## config.mk

```make
export PLATFORM = sky130hd
export DESIGN_NAME = bnvm_ctrl
export DESIGN_NICKNAME = d
export VERILOG_FILES = /design/src/verilog/bnvm_pkg.sv /design/src/verilog/bnvm_sync.sv /design/src/verilog/bnvm_ctrl.sv
export VERILOG_INCLUDE_DIRS = /design/src /design/src/verilog
export SDC_FILE = /design/constraint.sdc
export NUM_CORES = 1
export LEC_CHECK = 0
export ABC_AREA = 1
export ABC_CLOCK_PERIOD_IN_PS = 1350
export BUFFER_PORTS_ARGS = -buffer_cell sky130_fd_sc_hd__buf_2
export CORE_MARGIN = 2
export CORE_UTILIZATION = 46
export DETAILED_ROUTE_END_ITERATION = 6
export PLACE_DENSITY = 0.8
export SLEW_MARGIN = 20
export SYNTH_ARGS = -nofsm -noshare
export SYNTH_HDL_FRONTEND = slang
export SYNTH_HIERARCHICAL = 1
export SYNTH_SLANG_ARGS = --single-unit
export TNS_END_PERCENT = 100
```

## constraint.sdc

```tcl
create_clock -name clk_i -period 1.35 [get_ports clk_i]
set_input_delay 0 -clock clk_i [delete_from_list [all_inputs] [get_ports clk_i]]
set_output_delay 0 -clock clk_i [all_outputs]
set_load 0.005 [all_outputs]
```

## src/verilog/bnvm_defines.svh

```systemverilog
/*
 Timing and width constants for the bytewide memory controller.
 Assumes a 125 MHz controller clock; included by bare name.
*/
`ifndef BNVM_DEFINES_SVH
`define BNVM_DEFINES_SVH
// ==========================================================
// Clock and device timing
`define BNVM_CLK_PERIOD_NS 8
`define BNVM_SELECT_LOW_MIN_NS 70
`define BNVM_SELECT_LOW_MAX_NS 2000
`define BNVM_RECOVERY_HIGH_MIN_NS 60
`define BNVM_SELECT_TO_VALID_NS 70
`define BNVM_GATE_TO_VALID_NS 10
`define BNVM_WRITE_PULSE_MIN_NS 40
`define BNVM_DATA_HOLD_NS 5
// Minimums round up, maximums round down
`define BNVM_CEIL_CYC(ns) (((ns) + `BNVM_CLK_PERIOD_NS - 1) / `BNVM_CLK_PERIOD_NS)
`define BNVM_FLOOR_CYC(ns) ((ns) / `BNVM_CLK_PERIOD_NS)
// ==========================================================
// Widths
`define BNVM_ADDR_W 15
`define BNVM_DATA_W 8
`endif

```

## src/verilog/bnvm_pkg.sv

```systemverilog
/*
 Types shared by the bytewide memory controller.
 Assumes bnvm_defines.svh is on the include path.
*/
`include "bnvm_defines.svh"
package bnvm_pkg;
   // ==========================================================
   // Request and pin bundles, sequencer states
   typedef struct packed {
      logic write;
      logic [`BNVM_ADDR_W-1:0] addr;
      logic [`BNVM_DATA_W-1:0] wdata;
   } bnvm_req_t;

   typedef struct packed {
      logic select_n;
      logic gate_n;
      logic wstrobe_n;
      logic [`BNVM_ADDR_W-1:0] location_lines;
   } bnvm_pins_t;

   typedef enum logic [2:0] {
      BNVM_IDLE,
      BNVM_ACCESS,
      BNVM_RECOVER
   } bnvm_state_t;
endpackage : bnvm_pkg

```

## src/verilog/bnvm_sync.sv

```systemverilog
/*
 Two-flop synchroniser for a bus of pin inputs.
 Assumes the inputs are asynchronous to clk_i.
*/
`timescale 1ns/100ps
`default_nettype none
module bnvm_sync #(
   parameter int W = 8
) (
   input wire logic clk_i,
   input wire logic ce_i,
   input wire logic [W-1:0] d_i,
   output logic [W-1:0] q_o
);
   logic [W-1:0] meta_r;
   logic [W-1:0] sync_r;
   // ==========================================================
   // Stage one feeds stage two only
   always_ff @(posedge clk_i) begin
      if (ce_i) begin
         meta_r <= d_i;
         sync_r <= meta_r;
      end
   end
   assign q_o = sync_r;
endmodule : bnvm_sync
`default_nettype wire

```

## src/verilog/bnvm_ctrl.sv

```systemverilog
/*
 Clocked controller driving a bytewide nonvolatile memory by its pins.
 Assumes the memory pins are wired to the outputs; the byte lines are
 resolved outside from out, output enable (low = driving) and input.
*/
// Overview of operation
// - Every access gets its own fresh select falling edge.
// - Select stays high at least 60 ns between accesses.
// - Select low lasts at least 70 ns and at most 2000 ns.
// - Controller suppresses accesses while supply is out of tolerance.
// - Write strobe low at select fall makes a select-controlled write.
`timescale 1ns/100ps
`default_nettype none
`include "bnvm_defines.svh"
module bnvm_ctrl #(
   parameter int LOW_CYC = `BNVM_CEIL_CYC(`BNVM_SELECT_LOW_MIN_NS),
   parameter int HIGH_CYC = `BNVM_CEIL_CYC(`BNVM_RECOVERY_HIGH_MIN_NS),
   parameter int VALID_CYC = `BNVM_CEIL_CYC(`BNVM_SELECT_TO_VALID_NS)
      + `BNVM_CEIL_CYC(`BNVM_GATE_TO_VALID_NS)
) (
   input wire logic clk_i,
   input wire logic srst_i,
   input wire logic ce_i,
   input wire logic supply_ok_i,
   input wire logic req_valid_i,
   input wire bnvm_pkg::bnvm_req_t req_i,
   output logic req_ready_o,
   output logic rsp_valid_o,
   output logic [`BNVM_DATA_W-1:0] rsp_data_o,
   output bnvm_pkg::bnvm_pins_t pins_o,
   input wire logic [`BNVM_DATA_W-1:0] byte_lines_i,
   output logic [`BNVM_DATA_W-1:0] byte_lines_o,
   output logic byte_lines_oe_n_o
);
   localparam int CNT_W = 8;
   localparam int MAX_CYC = `BNVM_FLOOR_CYC(`BNVM_SELECT_LOW_MAX_NS);
   // Reads hold select until data is sampled; still far below the maximum
   localparam int RD_CYC = (VALID_CYC + 2 > LOW_CYC) ? VALID_CYC + 2 : LOW_CYC;
   localparam int ACC_CYC = (RD_CYC < MAX_CYC) ? RD_CYC : MAX_CYC;

   bnvm_pkg::bnvm_state_t state_r;
   logic [CNT_W-1:0] cnt_r;
   logic write_r;
   logic [`BNVM_DATA_W-1:0] rd_sync;
   logic supply_ok_sync;

   // ==========================================================
   // Pin input synchronisation
   bnvm_sync #(.W(`BNVM_DATA_W + 1)) u_sync (
      .clk_i(clk_i),
      .ce_i(ce_i),
      .d_i({supply_ok_i, byte_lines_i}),
      .q_o({supply_ok_sync, rd_sync})
   );

   // ==========================================================
   // Decode of the sequencer's turning points
   logic take;
   logic acc_end;
   logic rec_end;

   // Take only on an edge where ready was already shown high
   always_comb begin
      take = 1'b0;
      if (state_r == bnvm_pkg::BNVM_IDLE) begin
         take = req_valid_i && req_ready_o && supply_ok_sync;
      end
   end

   always_comb begin
      acc_end = 1'b0;
      if (state_r == bnvm_pkg::BNVM_ACCESS) begin
         acc_end = (cnt_r <= CNT_W'(1));
      end
   end

   always_comb begin
      rec_end = 1'b0;
      if (state_r == bnvm_pkg::BNVM_RECOVER) begin
         rec_end = (cnt_r <= CNT_W'(1));
      end
   end

   // ==========================================================
   // Access sequencer
   always_ff @(posedge clk_i) begin
      if (srst_i) begin
         state_r <= bnvm_pkg::BNVM_IDLE;
      end else if (ce_i) begin
         case (state_r)
            bnvm_pkg::BNVM_IDLE: begin
               if (take) begin
                  state_r <= bnvm_pkg::BNVM_ACCESS;
               end
            end
            bnvm_pkg::BNVM_ACCESS: begin
               if (acc_end) begin
                  state_r <= bnvm_pkg::BNVM_RECOVER;
               end
            end
            bnvm_pkg::BNVM_RECOVER: begin
               if (rec_end) begin
                  state_r <= bnvm_pkg::BNVM_IDLE;
               end
            end
            default: begin
               state_r <= bnvm_pkg::BNVM_IDLE;
            end
         endcase
      end
   end

   // ==========================================================
   // Interval counter
   // One counter serves both phases; it is reloaded as each phase begins
   always_ff @(posedge clk_i) begin
      if (srst_i) begin
         cnt_r <= '0;
      end else if (ce_i) begin
         if (take) begin
            cnt_r <= CNT_W'(req_i.write ? LOW_CYC : ACC_CYC);
         end else if (acc_end) begin
            cnt_r <= CNT_W'(HIGH_CYC);
         end else if (cnt_r > CNT_W'(1)) begin
            cnt_r <= cnt_r - CNT_W'(1);
         end
      end
   end

   // ==========================================================
   // Request acceptance
   always_ff @(posedge clk_i) begin
      if (srst_i) begin
         req_ready_o <= 1'b0;
      end else if (ce_i) begin
         if (take) begin
            req_ready_o <= 1'b0;
         end else if (state_r == bnvm_pkg::BNVM_IDLE) begin
            req_ready_o <= supply_ok_sync;
         end
      end
   end

   // Direction kept for the response at the end of the access
   always_ff @(posedge clk_i) begin
      if (srst_i) begin
         write_r <= 1'b0;
      end else if (ce_i) begin
         if (take) begin
            write_r <= req_i.write;
         end
      end
   end

   // ==========================================================
   // Memory strobes and location
   always_ff @(posedge clk_i) begin
      if (srst_i) begin
         pins_o.select_n <= 1'b1;
         pins_o.gate_n <= 1'b1;
         pins_o.wstrobe_n <= 1'b1;
         pins_o.location_lines <= '0;
      end else if (ce_i) begin
         if (take) begin
            pins_o.select_n <= 1'b0;
            pins_o.location_lines <= req_i.addr;
            pins_o.wstrobe_n <= ~req_i.write;
            pins_o.gate_n <= req_i.write;
         end else if (acc_end) begin
            pins_o.select_n <= 1'b1;
            pins_o.wstrobe_n <= 1'b1;
            pins_o.gate_n <= 1'b1;
         end
      end
   end

   // ==========================================================
   // Byte line driver
   // Enable drops one cycle after the strobes rise, so write data
   // outlasts the end of the array write by a full clock period
   always_ff @(posedge clk_i) begin
      if (srst_i) begin
         byte_lines_o <= '0;
         byte_lines_oe_n_o <= 1'b1;
      end else if (ce_i) begin
         if (take) begin
            byte_lines_o <= req_i.wdata;
            byte_lines_oe_n_o <= ~req_i.write;
         end else if (state_r == bnvm_pkg::BNVM_RECOVER) begin
            byte_lines_oe_n_o <= 1'b1;
         end
      end
   end

   // ==========================================================
   // Response
   always_ff @(posedge clk_i) begin
      if (srst_i) begin
         rsp_valid_o <= 1'b0;
         rsp_data_o <= '0;
      end else if (ce_i) begin
         rsp_valid_o <= acc_end;
         if (acc_end && !write_r) begin
            rsp_data_o <= rd_sync;
         end
      end
   end
endmodule : bnvm_ctrl
`default_nettype wire

```

Word level (Yosys, flattened, before mapping)
Index checks and enable logic that the tools add are counted.
{ "op_classes": {"n_addsub": 1, "n_lt_le_gt_ge": 2, "eq_ne": 5, "muxes": 17, "bitwise": 1, "reduce_logical": 16} }
{ "op_table": {"columns": ["cell", "n"], "rows": [
  ["$mux W8", 3],
  ["$mux W3", 6],
  ["$reduce_and A2 Y1", 6],
  ["$pmux W3 S3", 1],
  ["$gt A8 B1 Y1 const B", 1],
  ["$le A8 B1 Y1 const B", 1],
  ["$sub A8 B1 Y8 const B", 1],
  ["$mux W1", 7],
  ["$ne A2 B2 Y1 const B", 3],
  ["$reduce_bool A2 Y1", 3],
  ["$reduce_and A4 Y1", 1],
  ["$eq A3 B1 Y1 const B", 1],
  ["$eq A3 B2 Y1 const B", 1],
  ["$logic_and A1 B1 Y1", 3],
  ["$logic_not A3 Y1", 1],
  ["$reduce_bool A3 Y1", 1],
  ["$logic_not A1 Y1", 1],
  ["$not A1 Y1", 1]
]} }
{ "word_totals": {"ff_bits": 67, "in_bits": 37, "out_inout_bits": 37, "wordCells": 56} }

Logic depth before layout (Yosys ltp)
{ "depth": {"ltp_word": 5, "depth_mapped": 12, "depth_no_buf": 12} }

Modules after synthesis
Netlist, hierarchy kept.
{ "by_module_without_submodules": {"columns": ["module", "n_inst", "cells_per_inst", "area_each_um2", "seq_area_each_um2"], "rows": [
  ["bnvm_ctrl", 1, 290, 2079.5, 960.9],
  ["bnvm_sync", 1, 18, 540.5, 540.5]
]} }

Least setup slack after synthesis
OpenSTA, ideal clock, no wires.
{ "synth_timing": {"path_kind": "reg2reg", "start": "register cnt_r[0]", "end": "register rsp_data_o[0]", "setup_ns": 0.116, "t_arrival_ns": 1.347, "required_time_ns": 1.234, "path_slack_ns": -0.112, "stages_incl_launch_ff": 12, "n_path_buf": 0, "period_less_slack_ns": 1.462, "cell_sequence": "dfxtp_1 -> inv_1 -> ha_1 -> inv_1 -> nand2_1 -> nand2_1 -> nor2_4 -> nand3_4 -> nor2_8 -> inv_4 -> nor2_1 -> nor2_1"} }
{ "synth_between": {"elab_chain_cells": 4} }
{ "synth_lines": {"columns": ["item", "line_no", "rtl"], "rows": [
  ["start, declared", "bnvm_ctrl.sv:42", "logic [CNT_W-1:0] cnt_r;"],
  ["start signal, assigned", "bnvm_ctrl.sv:121", "cnt_r <= CNT_W'(req_i.write ? LOW_CYC : ACC_CYC);"],
  ["start signal, assigned", "bnvm_ctrl.sv:123", "cnt_r <= CNT_W'(HIGH_CYC);"],
  ["start signal, assigned", "bnvm_ctrl.sv:125", "cnt_r <= cnt_r - CNT_W'(1);"],
  ["$le A8 B1 Y1", "bnvm_ctrl.sv:73", "acc_end = (cnt_r <= CNT_W'(1));"],
  ["$mux W1", "bnvm_ctrl.sv:72", "if (state_r == bnvm_pkg::BNVM_ACCESS) begin"],
  ["$logic_and A1 B1 Y1", "bnvm_ctrl.sv:203", "if (acc_end && !write_r) begin"],
  ["$reduce_and A2 Y1 (no source line)", null, null],
  ["end signal, assigned", "bnvm_ctrl.sv:204", "rsp_data_o <= rd_sync;"],
  ["end, declared", "bnvm_ctrl.sv:29", "output logic [`BNVM_DATA_W-1:0] rsp_data_o,"]
]} }
Every way passes these cells.
A chain may end at the register's enable or synchronous reset.

Worst setup path after layout
{ "layout_timing": {"start": "register cnt_r[0]", "end": "register state_r[0]"} }
{ "layout_between": {"elab_chain_cells": 4, "elab_cells_between_ends": 6, "classes_between": "1 x order compare; 2 x eq/ne; 2 x mux; 1 x reduce/logical"} }
{ "layout_lines": {"columns": ["item", "line_no", "rtl"], "rows": [
  ["$le A8 B1 Y1 (*)", "bnvm_ctrl.sv:73, bnvm_ctrl.sv:80", null],
  ["$mux W1 (on tied branches)", "bnvm_ctrl.sv:79, bnvm_ctrl.sv:72", null],
  ["$ne A2 B2 Y1 (no source line)", null, null],
  ["$reduce_and A4 Y1 (no source line) (*)", null, null],
  ["end signal, assigned", "bnvm_ctrl.sv:88", "state_r <= bnvm_pkg::BNVM_IDLE;"],
  ["end signal, assigned", "bnvm_ctrl.sv:93", "state_r <= bnvm_pkg::BNVM_ACCESS;"],
  ["end signal, assigned", "bnvm_ctrl.sv:98", "state_r <= bnvm_pkg::BNVM_RECOVER;"],
  ["end, declared", "bnvm_ctrl.sv:41", "bnvm_pkg::bnvm_state_t state_r;"]
]} }
Mark *: on every way between the ends. The rest lies on a longest branch, timed or not.

==> out/results.txt <==
outcome: finished, violations left
failing checks: negative setup slack
max_slew headroom: 0.773
post-synthesis register bit count: 66
crit path capture type: register
number of global-route vias before repair: 2668
first-pass GRT wire length: 12200 um
# setup viols final: 47
largest net degree at the start of global routing: 27
nets: 488
crit path launch type: register
Mapped Area: 2620 um2
unrepaired setup endpoints after global routing: yes
residual DRC count: 0
period utilisation layout: 1.25
cells along the critical path: inv_2, ha_4, inv_4, nand2_2, nand2_2, nor2_4, buf_4, o21ai_0, nand2_1, a21oi_2
cts bufs inserted: 9
Die Ht: 79.5 um
Skew-Pair Late Insertion Delay: 0.36 ns
# Max-Cap Violations: 0
Post-Layout Cell Count: 526
vias per inst: 5.33
antenna cells: 0
critical path's slowest cell: dfxtp_2
Worst-Margin Slew: 0.338 ns
Synth warnings: 6
worst reg2reg setup slack: -0.34 ns
Final min period: 1.69 ns
antenna violations before repair: 0
Post-Syn Nets: 347
FP Rows: 27
Iteration-0 DRC Markers: 321
Mean Syn Cell Area: 8.51 um2
via count: 2806
DP Cell Count: 460
Netlist cell types: 29
Routed WL per cell: 17.7 um
Die W: 79.5 um
Syn-to-layout area delta: 62.8%
Crit Path Category: register to register
CP Data Required Time: 1.62 ns
WL final: 9290 um
M2 GR Usage: 0.434
I/O pin count: 74
hold slack: 0.377 ns
worst-path fanout max: 3
Max Slew Vio Count: 0
Worst EP arrival: 1.96 ns
hpwl dp: 4000 um
Root Driver: clkbuf_8
area post-placement: 3160 um2
Peak Freq: 593 MHz
layout cells sized above 1: 0.432
crit-path max cell delay: 0.37 ns
Total GRT Usage: 0.256
PnR worst setup slack: -0.335 ns
clk slew on worst S/H paths: 0.08 ns
CTS sink cnt: 66
GR peak layer: met2
Hold WC Path Type: input pin to register
register area share after synthesis: 0.573
M1 GR Usage: 0.283
htree depth: 3
final hold vios: 0
GPL Wtd Cong: 0.936
maximum buffer depth of the clock tree: 2
Setup Skew: 0.00807 ns
VDD IR-drop max: 0.955 mV
CP most frequent cell: nand2_2
Util after Layout: 0.774
Power Density: 1480 nW/um2
cells after synthesis: 308
Port Buffers: 73
Tot Pwr: 6.31 mW
Initial Utilization: 0.476
die area: 6320 um2
Detail Route Antenna Nets: 0
CTS tree: done
sum of negative setup slack: -6.38 ns
grt ovf: 0
core footprint: 5510 um2
met3 Usage GRT: 0.0498
Pre-antenna DRT Iters: 6
Place WS: -0.271 ns
final instance area: 4260 um2
Leakage: 1.95 nW
[critical path, delay by kind of cell (launching register included)]
family / cells / cell delay [ns]
DFF: 1 / 0.37
buffers and inverters: 3 / 0.25
and+or+nand+nor: 4 / 0.36
adders and majority gates: 1 / 0.17
AOI/OAI and AO/OA: 2 / 0.46
[layer usage]
metal	up-vias	share of wire
met2	184	0.52
met5	-	0
met4	0	0.049
met1	1310	0.36
li1	1263	-
met3	49	0.072
[worst paths after layout]
kind | startpoint | end | cells past startpoint
min | byte_lines_i[2] | u_sync/meta_r[2]$_DFFE_PP_ | 2
max | cnt_r[0]$_SDFFE_PP0P_ | state_r[0]$_SDFFE_PP0P_ | 10
min reg2reg | u_sync/meta_r[3]$_DFFE_PP_ | u_sync/q_o[3]$_DFFE_PP_ | 0
max reg2reg | cnt_r[0]$_SDFFE_PP0P_ | state_r[0]$_SDFFE_PP0P_ | 10
[registers in the layout, summed over array words and instances (netlist names), 2 cells and up]
| name | flops |
|---|---|
| cnt_r | 8 |
| u_sync/q_o | 9 |
| rsp_data_o | 8 |
| byte_lines_o | 8 |
| state_r | 2 |
| pins_o | 18 |
| u_sync/meta_r | 9 |
[cell type report]
type | instances | area, um2
Tap cell | 72 | 90.1
Inverter | 29 | 124
Clock buffer | 10 | 138
Sequential cell | 66 | 1510
Clock inverter | 6 | 88.8
Fill cell | 307 | 1240
Multi-Input combinational cell | 202 | 1280
Timing Repair Buffer | 141 | 1040
[power breakdown]
part / switching [mW] / internal (mW) / leakage, nW / total (mW)
clock: 0.816 / 1.09 / 0.109 / 1.91
combinational: 1.21 / 0.886 / 1.27 / 2.09
sequential: 0.112 / 2.19 / 0.567 / 2.30
total: 2.14 / 4.17 / 1.95 / 6.31
[placed cells by master (no fill, tap or decap), types with 2 or more instances in the layout]
cell type,n
clkinvlp_4,2
nand2_4,2
nand2_2,6
nand2_1,38
o21ai_1,2
nor2_2,7
buf_4,25
nand3_1,9
inv_1,22
a21oi_1,5
edfxtp_1,18
dfxtp_1,44
inv_6,2
nand4_1,3
buf_6,2
ha_4,2
dlygate4sd3_1,36
dfxtp_2,3
inv_4,2
clkbuf_8,10
nand3_2,4
bufinv_16,2
o21ai_0,32
o21ai_2,3
a21oi_2,2
nor2_1,49
inv_2,3
nand3_4,3
nor2_4,30
buf_2,73
buf_12,3
[cell usage after synthesis (all sizes together)]
cell / n / area [um2]
a211oi: 1 / 7.51
nand4: 3 / 18.8
or2: 1 / 6.26
o21ai: 37 / 185
edfxtp: 18 / 541
inv: 29 / 111
a21oi: 7 / 38.8
clkbuf: 3 / 11.3
nand2: 46 / 183
buf: 8 / 53.8
nand3: 16 / 103
ha: 2 / 25.0
nor2: 87 / 365
dfxtp: 48 / 961
nor3: 2 / 10.0
[cell families after synthesis]
kind of cell               after synthesis  synth area share
DFF                                     66             0.573
adders and majority gates                2           0.00955
and+or+nand+nor                        155             0.262
AOI/OAI and AO/OA                       45            0.0884
buffers and inverters                   40            0.0673
[repair_timing]
action                                 4_1_cts  5_1_grt
gates cloned                                 0        1
setup buffers                                7        6
resized for setup                           27       85
pin swaps                                    8        6
hold buffers                                36        0
setup endpoints to repair                   29       47
endpoints found under the hold margin       45        0
No activity file was read; power rests on OpenSTA's default activity.
